File: config.mk
export PLATFORM = sky130hd
export DESIGN_NAME = asbc_top
export DESIGN_NICKNAME = d
export VERILOG_FILES = /design/src/inc/asbc_pkg.sv /design/src/rtl/asbc_seq_count.sv /design/src/rtl/asbc_result_addr.sv /design/src/rtl/asbc_top.sv
export SDC_FILE = /design/constraint.sdc
export NUM_CORES = 1
export LEC_CHECK = 0
export BUFFER_PORTS_ARGS = -buffer_cell sky130_fd_sc_hd__buf_2
export CAP_MARGIN = 25
export CORE_ASPECT_RATIO = 0.5
export CORE_MARGIN = 5
export CORE_UTILIZATION = 46
export CTS_CLUSTER_DIAMETER = 150
export DETAILED_ROUTE_END_ITERATION = 10
export PLACE_DENSITY = 0.79
export RECOVER_POWER = 100
export SLEW_MARGIN = 20
export SYNTH_ARGS = -nofsm -noshare
export SYNTH_HDL_FRONTEND = slang
export SYNTH_SLANG_ARGS = --single-unit
File: constraint.sdc
create_clock -name core_clk -period 1.4 [get_ports core_clk]
set_input_delay 0.28 -clock core_clk [delete_from_list [all_inputs] [get_ports core_clk]]
set_output_delay 0.28 -clock core_clk [all_outputs]
set_load 0.02 [all_outputs]
File: src/inc/asbc_pkg.sv
// shared constants and types for the converter sequence and buffer control block
package asbc_pkg;

   localparam logic [3:0]  AddrCtrlTwo    = 4'h0;
   localparam logic [3:0]  AddrIrqStatus  = 4'h1;
   localparam logic [3:0]  AddrIrqEnable  = 4'h2;
   localparam logic [3:0]  AddrIrqClear   = 4'h3;

   localparam int          RefSelLsb      = 13;
   localparam int          OffCalBit      = 12;
   localparam int          ScanEnBit      = 10;
   localparam int          FillStatBit    = 7;
   localparam int          SeqPerIrqLsb   = 2;
   localparam int          SplitBufBit    = 1;
   localparam int          AltSampleBit   = 0;

   localparam logic [31:0] CtrlWriteMask  = 32'h0000_f43f;
   localparam logic [31:0] CtrlResetValue = 32'h0000_0000;
   localparam logic [3:0]  ResultHalfLen  = 4'h8;

   localparam logic [2:0]  RefSupplyGnd   = 3'h0;
   localparam logic [2:0]  RefExtPosGnd   = 3'h1;
   localparam logic [2:0]  RefSupplyExtNeg = 3'h2;
   localparam logic [2:0]  RefExtBoth     = 3'h3;

   localparam int          IrqBits        = 2;
   localparam int          IrqSeqDoneBit  = 0;
   localparam int          IrqHalfSwapBit = 1;

   typedef struct packed {
      logic [2:0] referenceSelect;
      logic       offsetCalibration;
      logic       inputScanEnable;
      logic [3:0] sequencesPerInterrupt;
      logic       splitBufferMode;
      logic       alternateSampleMode;
   } asbc_cfg_t;

   typedef struct packed {
      logic highRefExternal;
      logic lowRefExternal;
   } asbc_ref_t;

   typedef struct packed {
      logic       shaToLowRef;
      logic       scanInputs;
      logic       useSetB;
   } asbc_route_t;

endpackage : asbc_pkg

File: src/rtl/asbc_seq_count.sv
// counts finished sequences and flags the interrupt point
`timescale 1ns/10ps
`default_nettype none
module asbc_seq_count
(
   input  wire logic       core_clk,
   input  wire logic       arst_n,
   input  wire logic       seqDone,
   input  wire logic       restart,
   input  wire logic [3:0] limit,
   output logic            groupDone
);

   logic [3:0] count_q;

   assign groupDone = seqDone && (count_q == limit);

   always_ff @(posedge core_clk or negedge arst_n)
   begin
      if (!arst_n)
         count_q <= 4'h0;
      else if (restart || groupDone)
         count_q <= 4'h0;
      else if (seqDone)
         count_q <= count_q + 4'h1;
   end

endmodule : asbc_seq_count
`default_nettype wire

File: src/rtl/asbc_result_addr.sv
// result buffer write pointer, contiguous or split halves
`timescale 1ns/10ps
`default_nettype none
module asbc_result_addr
(
   input  wire logic       core_clk,
   input  wire logic       arst_n,
   input  wire logic       splitMode,
   input  wire logic       fillHigh,
   input  wire logic       resultValid,
   input  wire logic       groupDone,
   input  wire logic       restart,
   output logic [3:0]      writeIndex
);

   logic [2:0] low_q;
   logic       top_q;

   // in split mode the top address bit follows the half being filled
   assign writeIndex = splitMode ? {fillHigh, low_q} : {top_q, low_q};

   always_ff @(posedge core_clk or negedge arst_n)
   begin
      if (!arst_n)
      begin
         low_q <= 3'h0;
         top_q <= 1'b0;
      end
      else if (restart || groupDone)
      begin
         low_q <= 3'h0;
         top_q <= 1'b0;
      end
      else if (resultValid)
      begin
         low_q <= low_q + 3'h1;
         // wraps inside one half when split, across all 16 words otherwise
         if (!splitMode && (low_q == 3'h7))
            top_q <= ~top_q;
      end
   end

endmodule : asbc_result_addr
`default_nettype wire

File: src/rtl/asbc_top.sv
// second converter control register with sequencing, routing and interrupt logic
// Function
// reference field picks high and low references
// offset calibration ties both inputs low
// scan bit enables input scanning
// read-only fill status shows active half
// interrupt every N plus one sequences
// split mode uses two eight-word halves
// alternate mode uses A then B alternating
// unimplemented bits read back as zero
// reset clears fields; status write ignored
// status toggles when a half completes
//
// The register addresses and the address-and-strobe port are this design's own decisions.
`timescale 1ns/10ps
`default_nettype none
module asbc_top
(
   input  wire logic        core_clk,
   input  wire logic        arst_n,
   input  wire logic [3:0]  regAddr,
   input  wire logic [31:0] regWdata,
   input  wire logic        regWrite,
   input  wire logic        regRead,
   output logic [31:0]      regRdata,
   input  wire logic        sampleStart,
   input  wire logic        resultValid,
   input  wire logic        seqDone,
   input  wire logic        convEnable,
   output asbc_pkg::asbc_ref_t   refSel,
   output asbc_pkg::asbc_route_t route,
   output logic [3:0]      resultIndex,
   output logic            seqIrqPulse,
   output logic            irq
);

   ////////////////////////////////////////////////////////////////////////////
   // control register

   logic [31:0]                  ctrl_q;
   logic                         fillHigh_q;
   logic                         setB_q;
   logic                         convEnable_q;
   logic [asbc_pkg::IrqBits-1:0] irqStat_q;
   logic [asbc_pkg::IrqBits-1:0] irqEn_q;
   logic [31:0]                  rdata_q;
   logic                         groupDone;
   logic                         restart;
   logic [asbc_pkg::IrqBits-1:0] irqEvent;
   asbc_pkg::asbc_cfg_t          cfg;

   // only implemented writable bits are kept; status bit is never written
   always_ff @(posedge core_clk or negedge arst_n)
   begin
      if (!arst_n)
         ctrl_q <= asbc_pkg::CtrlResetValue;
      else if (regWrite && (regAddr == asbc_pkg::AddrCtrlTwo))
         ctrl_q <= regWdata & asbc_pkg::CtrlWriteMask;
   end

   assign cfg.referenceSelect       = ctrl_q[asbc_pkg::RefSelLsb +: 3];
   assign cfg.offsetCalibration     = ctrl_q[asbc_pkg::OffCalBit];
   assign cfg.inputScanEnable       = ctrl_q[asbc_pkg::ScanEnBit];
   assign cfg.sequencesPerInterrupt = ctrl_q[asbc_pkg::SeqPerIrqLsb +: 4];
   assign cfg.splitBufferMode       = ctrl_q[asbc_pkg::SplitBufBit];
   assign cfg.alternateSampleMode   = ctrl_q[asbc_pkg::AltSampleBit];

   ////////////////////////////////////////////////////////////////////////////
   // reference and input routing

   always_comb
   begin
      refSel = '0;
      unique case (cfg.referenceSelect)
         asbc_pkg::RefExtPosGnd:    refSel.highRefExternal = 1'b1;
         asbc_pkg::RefSupplyExtNeg: refSel.lowRefExternal  = 1'b1;
         asbc_pkg::RefExtBoth:
         begin
            refSel.highRefExternal = 1'b1;
            refSel.lowRefExternal  = 1'b1;
         end
         default:                   refSel = '0; // supply and ground
      endcase
   end

   // calibration overrides scan routing only; set A/B selection is not gated by it
   assign route.shaToLowRef = cfg.offsetCalibration;
   assign route.scanInputs  = cfg.inputScanEnable && !cfg.offsetCalibration;
   assign route.useSetB     = cfg.alternateSampleMode && setB_q;

   ////////////////////////////////////////////////////////////////////////////
   // sequencing

   // converter enable is same-domain logic; a rising edge restarts counting
   always_ff @(posedge core_clk or negedge arst_n)
   begin
      if (!arst_n)
         convEnable_q <= 1'b0;
      else
         convEnable_q <= convEnable;
   end

   assign restart = convEnable && !convEnable_q;

   asbc_seq_count u_count
   (
      .core_clk  (core_clk),
      .arst_n    (arst_n),
      .seqDone   (seqDone),
      .restart   (restart),
      .limit     (cfg.sequencesPerInterrupt),
      .groupDone (groupDone)
   );

   assign seqIrqPulse = groupDone;

   // first sample uses set A, then alternates each sample
   always_ff @(posedge core_clk or negedge arst_n)
   begin
      if (!arst_n)
         setB_q <= 1'b0;
      else if (restart || !cfg.alternateSampleMode)
         setB_q <= 1'b0;
      else if (sampleStart)
         setB_q <= ~setB_q;
   end

   // half swap only in split mode; held at zero otherwise
   always_ff @(posedge core_clk or negedge arst_n)
   begin
      if (!arst_n)
         fillHigh_q <= 1'b0;
      else if (!cfg.splitBufferMode || restart)
         fillHigh_q <= 1'b0;
      else if (groupDone)
         fillHigh_q <= ~fillHigh_q;
   end

   asbc_result_addr u_addr
   (
      .core_clk    (core_clk),
      .arst_n      (arst_n),
      .splitMode   (cfg.splitBufferMode),
      .fillHigh    (fillHigh_q),
      .resultValid (resultValid),
      .groupDone   (groupDone),
      .restart     (restart),
      .writeIndex  (resultIndex)
   );

   ////////////////////////////////////////////////////////////////////////////
   // interrupt status, enable and clear

   assign irqEvent[asbc_pkg::IrqSeqDoneBit]  = groupDone;
   assign irqEvent[asbc_pkg::IrqHalfSwapBit] = groupDone && cfg.splitBufferMode;

   genvar gi;
   generate
      for (gi = 0; gi < asbc_pkg::IrqBits; gi++)
      begin : g_irq
         // a set in the clear cycle wins so no event is lost
         always_ff @(posedge core_clk or negedge arst_n)
         begin
            if (!arst_n)
               irqStat_q[gi] <= 1'b0;
            else if (irqEvent[gi])
               irqStat_q[gi] <= 1'b1;
            else if (regWrite && (regAddr == asbc_pkg::AddrIrqClear) && regWdata[gi])
               irqStat_q[gi] <= 1'b0;
         end
      end
   endgenerate

   always_ff @(posedge core_clk or negedge arst_n)
   begin
      if (!arst_n)
         irqEn_q <= '0;
      else if (regWrite && (regAddr == asbc_pkg::AddrIrqEnable))
         irqEn_q <= regWdata[asbc_pkg::IrqBits-1:0];
   end

   assign irq = |(irqStat_q & irqEn_q);

   ////////////////////////////////////////////////////////////////////////////
   // read port: data in the cycle after the strobe only

   always_ff @(posedge core_clk or negedge arst_n)
   begin
      if (!arst_n)
         rdata_q <= 32'h0000_0000;
      else if (regRead)
      begin
         unique case (regAddr)
            asbc_pkg::AddrCtrlTwo:
            begin
               rdata_q <= ctrl_q;
               rdata_q[asbc_pkg::FillStatBit] <= fillHigh_q;
            end
            asbc_pkg::AddrIrqStatus: rdata_q <= {30'h0, irqStat_q};
            asbc_pkg::AddrIrqEnable: rdata_q <= {30'h0, irqEn_q};
            default:                 rdata_q <= 32'h0000_0000;
         endcase
      end
      else
         rdata_q <= 32'h0000_0000;
   end

   assign regRdata = rdata_q;

endmodule : asbc_top
`default_nettype wire

# Word-level counts from Yosys, hierarchy flattened
# Index checks and enable logic that the tools add are counted.
[totals]
ff_bits = 58
out_inout_bits = 43
in_bits = 44
[op_classes]
n_eq_ne = 8
mux = 20
n_addsub = 2
n_bitwise = 4
reduce_logical = 30
[ops]
columns = ["operator", "count"]
rows = [
  ["one-hot mux 16 bit (3 select lines)", 1],
  ["2-to-1 mux 32 bit", 1],
  ["nonzero test 2 bit", 7],
  ["2-to-1 mux 1 bit", 13],
  ["2-to-1 mux 4 bit", 3],
  ["logical AND 1 bit", 11],
  ["equality test 4 x 2 -> 1 bit, second input constant", 2],
  ["equality test 3 x 2 -> 1 bit, second input constant", 2],
  ["2-to-1 mux 3 bit", 2],
  ["OR reduction 2 bit", 3],
  ["adder 4 x 1 -> 4 bit, second input constant", 1],
  ["equality test 4 x 1 -> 1 bit, second input constant", 1],
  ["equality test 4 bit", 1],
  ["zero test 1 bit", 4],
  ["zero test 4 bit", 1],
  ["adder 3 x 1 -> 3 bit, second input constant", 1],
  ["equality test 3 x 1 -> 1 bit, second input constant", 1],
  ["equality test 3 bit, second input constant", 1],
  ["logical OR 1 bit", 3],
  ["inverter 1 bit", 3],
  ["AND 2 bit", 1],
  ["AND reduction 2 bit", 1],
]

# Depth between registers and ports, before layout
[depth]
ltp_word = 5
depth_mapped = 5
ltp_nobuf = 5

# Cells and area by module
# A second synthesis with hierarchy kept.
[unflattened]
hier_cells = 148
hier_area_um2 = 1879.3
[by_module_without_submodules]
columns = ["mod", "cells_per_inst", "seq_area_each_um2", "n_inst", "area_per_inst_um2"]
rows = [
  ["asbc_top", 107, 750.7, 1, 1388.8],
  ["asbc_seq_count", 24, 100.1, 1, 279.0],
  ["asbc_result_addr", 17, 100.1, 1, 211.5],
]

# Least setup slack after synthesis
# No wires, ideal clock.
[synth_path]
path_kind = "register to register"
start = "reg u_addr.low_q[0]"
end = "reg u_addr.top_q"
synth_period_minus_slack_ns = 1.318
slack_ns = 0.082
stages_incl_launch_ff = 6
arrival_time_ns = 1.241
cell_sequence = "dfrtp_1 -> ha_1 -> ha_1 -> nand2_1 -> or3_1 -> a21oi_1"
[synth_via]
elab_chain_len = 4
[synth_rtl]
columns = ["item", "line_no", "text"]
rows = [
  ["start, declared", "asbc_result_addr.sv:16", "logic [2:0] low_q;"],
  ["start signal, assigned", "asbc_result_addr.sv:36", "low_q <= low_q + 3'h1;"],
  ["equality test 3 bit", "asbc_result_addr.sv:38", "if (!splitMode && (low_q == 3'h7))"],
  ["logical AND 1 bit", "asbc_result_addr.sv:38", ""],
  ["nonzero test 2 bit (no source line)", "--", ""],
  ["AND reduction 2 bit (no source line)", "--", ""],
  ["end signal, assigned", "asbc_result_addr.sv:39", "top_q <= ~top_q;"],
  ["end, declared", "asbc_result_addr.sv:17", "logic top_q;"],
]
# No other way between the ends.
# A chain may end at the register's enable or synchronous reset.

# Final worst setup path
[layout_path]
start = "reg ctrl_q[5]"
end = "out seqIrqPulse"
[layout_via]
elab_chain_len = 2
[layout_rtl]
columns = ["item", "line_no", "text"]
rows = [
  ["start, declared", "asbc_top.sv:40", "logic [31:0] ctrl_q;"],
  ["start signal, assigned", "asbc_top.sv:56", "ctrl_q <= asbc_pkg::CtrlResetValue;"],
  ["start signal, assigned", "asbc_top.sv:58", "ctrl_q <= regWdata & asbc_pkg::CtrlWriteMask;"],
  ["equality test 4 bit", "asbc_seq_count.sv:16", "assign groupDone = seqDone && (count_q == limit);"],
  ["logical AND 1 bit", "asbc_seq_count.sv:16", ""],
  ["end, declared", "asbc_top.sv:33", "output logic seqIrqPulse,"],
]
# No other way between the ends.

==> results.tsv <==
metric	value	unit
cp-start-kind	flip-flop	
worst_slew_pin_slew	0.893	ns
initial_core_util	47.9	%
cts-root-buf	clkbuf_8	
maxSlewHeadroom	40.5	%
max_freq	609	MHz
fillers	347	
endpoint_kind	output port	
maxCapViolCount	0	
ant_nets	0	
grt_pass1_vias	1261	
final-max-slew-violation-count	0	
die_w	100	um
clk-insertion-delay-late	0.29	ns
synth-seq-cells	38	
p_total	0.00326	W
die_y	55.1	um
crit_chain	xnor2_2 -> nand4_2 -> nor2_2 -> buf_6	
numCtsBuffers	5	
layout_common_cells	38 x dfrtp_1, 22 x buf_2, 20 x conb_1, 20 x clkbuf_1, 12 x nor2_1	
layout.nets	254	
place_congestion	0.747	
core_area	3900	sq um
dp_hpwl	2.67	mm
die-area	5520	sq um
track_usage	14.6	%
synthToLayoutAreaGrowth	16.9	%
wirelength	3.67	mm
yosysTopAreaCell	dfrtp_1	
final_area	2190	sq um
status	finished, violations left	
diodes	0	
p_per_area	1490	nW/um^2
vias_per_cell	4.55	
grt_overflow_total	0	
final_layout_size_suffix_gt1_share	30.8	%
synthTopCellsByArea	dfrtp_1 51%, buf_4 9.2%, mux2_4 8.0%	
antenna_found_initial	0	
vias	1193	
path_clk_slew	0.07	ns
ys_types	36	
cts.sinks	38	
cp_slowest_stage_delay	0.42	ns
cts_tree	done	
cp.arrival	1.36	ns
met1_usage	16.4	%
busiest_layer	met2	
syn_inst	151	
worst-setup-path-type	flip-flop to output port	
grt_pass1_wl	5.87	mm
setup_viol	9	
io_buffers	45	
wl_per_cell	14.0	um
worst_slack	-0.242	ns
hold_buffers	0	
fin_crit_sh	117	%
hp-class	primary input to flip-flop	
layout_commonest_cell	dfrtp_1	
netlist_area	1870	sq um
grt_setup_unrepaired	true	
placed_area	2090	sq um
ir_worst_vdd	0.444	mV
violations	setup timing	
drt_iter0_markers	33	
cts-htree-levels	2	
row_count	16	
syn_area_per_cell	12.4	sq um
p_leak	1.12	nW
ys_warn_count	0	
finalSetupTns	-0.406	ns
crit_required	1.12	ns
dr.pass1.iters	4	
clockBufferDepth	2	
finalHoldViolCount	0	
multi_input_area	798	sq um
drc	0	
seq_area_frac_synth	50.8	%
fin_skew	0.00538	ns
met2_usage	24.8	%
fin_crit	1.64	ns
io_pins	87	
critPathSlowestCell	dfrtp_1	
grt_max_degree	39	
grt_use_met3	5.51	%
crit_path_max_fanout	2	
synth_top_area_share	50.8	%
seq_area	951	sq um
## stage by stage
step	hold WS [ns]	cells	utilization (%)	worst slack, ns
floorplan	-0.0156	170	-	0.0816
global placement	0.347	252	53.7	0.0483
detailed placement	0.355	252	53.7	-0.0113
CTS	0.0515	262	57.2	-0.207
global route	0.116	262	56.0	-0.294
finish	0.125	262	56.0	-0.242
## area by class of cell
cell class / count / area share [%]
inverter: 1 / 0.172
tap: 54 / 3.09
clock buffer: 7 / 3.95
clock inverter: 1 / 0.229
multi-input combinational: 107 / 36.5
timing repair buffer: 54 / 12.5
sequential: 38 / 43.5
## report_power, final
group / internal (W) / switching (W) / total [W]
Sequential: 0.00130 / 0.000186 / 0.00149
Clock: 0.000397 / 0.000358 / 0.000754
Combinational: 0.000485 / 0.000533 / 0.00102
Total: 0.00218 / 0.00108 / 0.00326
## sequential cells by signal, summed over array words and instances, names as in the netlist
signal           flops
convEnable_q         1
ctrl_q              11
fillHigh_q           1
irqEn_q              2
irqStat_q            2
regRdata            12
setB_q               1
u_addr.low_q         3
u_addr.top_q         1
u_count.count_q      4
## cells in the mapped netlist
library cell	count
nand3b_1	1
a21o_1	1
nor2b_1	3
nand2_4	1
o21ai_0	2
inv_1	1
a21boi_0	1
xnor2_1	5
and2_1	10
buf_12	1
nor2b_4	1
and2_4	1
and3_1	1
o211ai_1	1
buf_4	23
a22o_1	2
dfrtp_1	38
nand4_1	3
nand2_1	4
conb_1	1
o21ai_2	1
nor2_1	11
xor2_1	3
mux2i_1	6
nand2b_1	1
nand4_2	1
nor3_2	1
mux2_4	10
nand3_1	1
ha_1	3
mux2_2	4
nor4_1	1
or3_1	1
nor2_8	1
a21oi_1	3
nor2_2	2
## cell families after synthesis
family          count (synthesis)  synth area share [%]
simple gates                   45                  15.1
compound gates                 11                  3.95
fa+ha+maj                       3                  2.01
mux                            20                  13.6
buf+inv                        25                  10.5
flops                          38                  50.8
xor+xnor                        8                  3.75
other cells                     1                 0.200
## layer usage
| metal | wire [um] | vias up | part of all wire (%) |
|---|---|---|---|
| li1 | - | 581 | - |
| met1 | 1540 | 562 | 42 |
| met2 | 1760 | 43 | 48 |
| met3 | 299 | 7 | 8.1 |
| met4 | 71 | 0 | 1.9 |
| met5 | 0 | - | 0 |
## worst paths after layout
path / slack (ns) / end / cells past startpoint / start
worst max-delay path: -0.24 / seqIrqPulse / 4 / ctrl_q[5]
worst min-delay path: 0.12 / convEnable_q / 1 / convEnable
worst max register to register: -0.03 / u_addr.low_q[2] / 5 / ctrl_q[5]
worst min register to register: 0.51 / regRdata[14] / 1 / ctrl_q[14]
max in group asynchronous: 0.64 / regRdata[3] / 2 / arst_n
min in group asynchronous: 0.21 / ctrl_q[1] / 2 / arst_n
## worst max-delay path, delay by kind of cell (launching register included)
kind | cells | cell delay, ns
xor gates and xnor gates | 1 | 0.20
buffers and inverters | 1 | 0.13
DFF | 1 | 0.42
and+or+nand+nor | 2 | 0.32
## repair_timing
item,CTS,global route
buffers inserted,2,0
endpoints found under the setup margin,2,11
resized for setup,7,0
pin swaps,2,3
(Power assumes the default switching activity.)
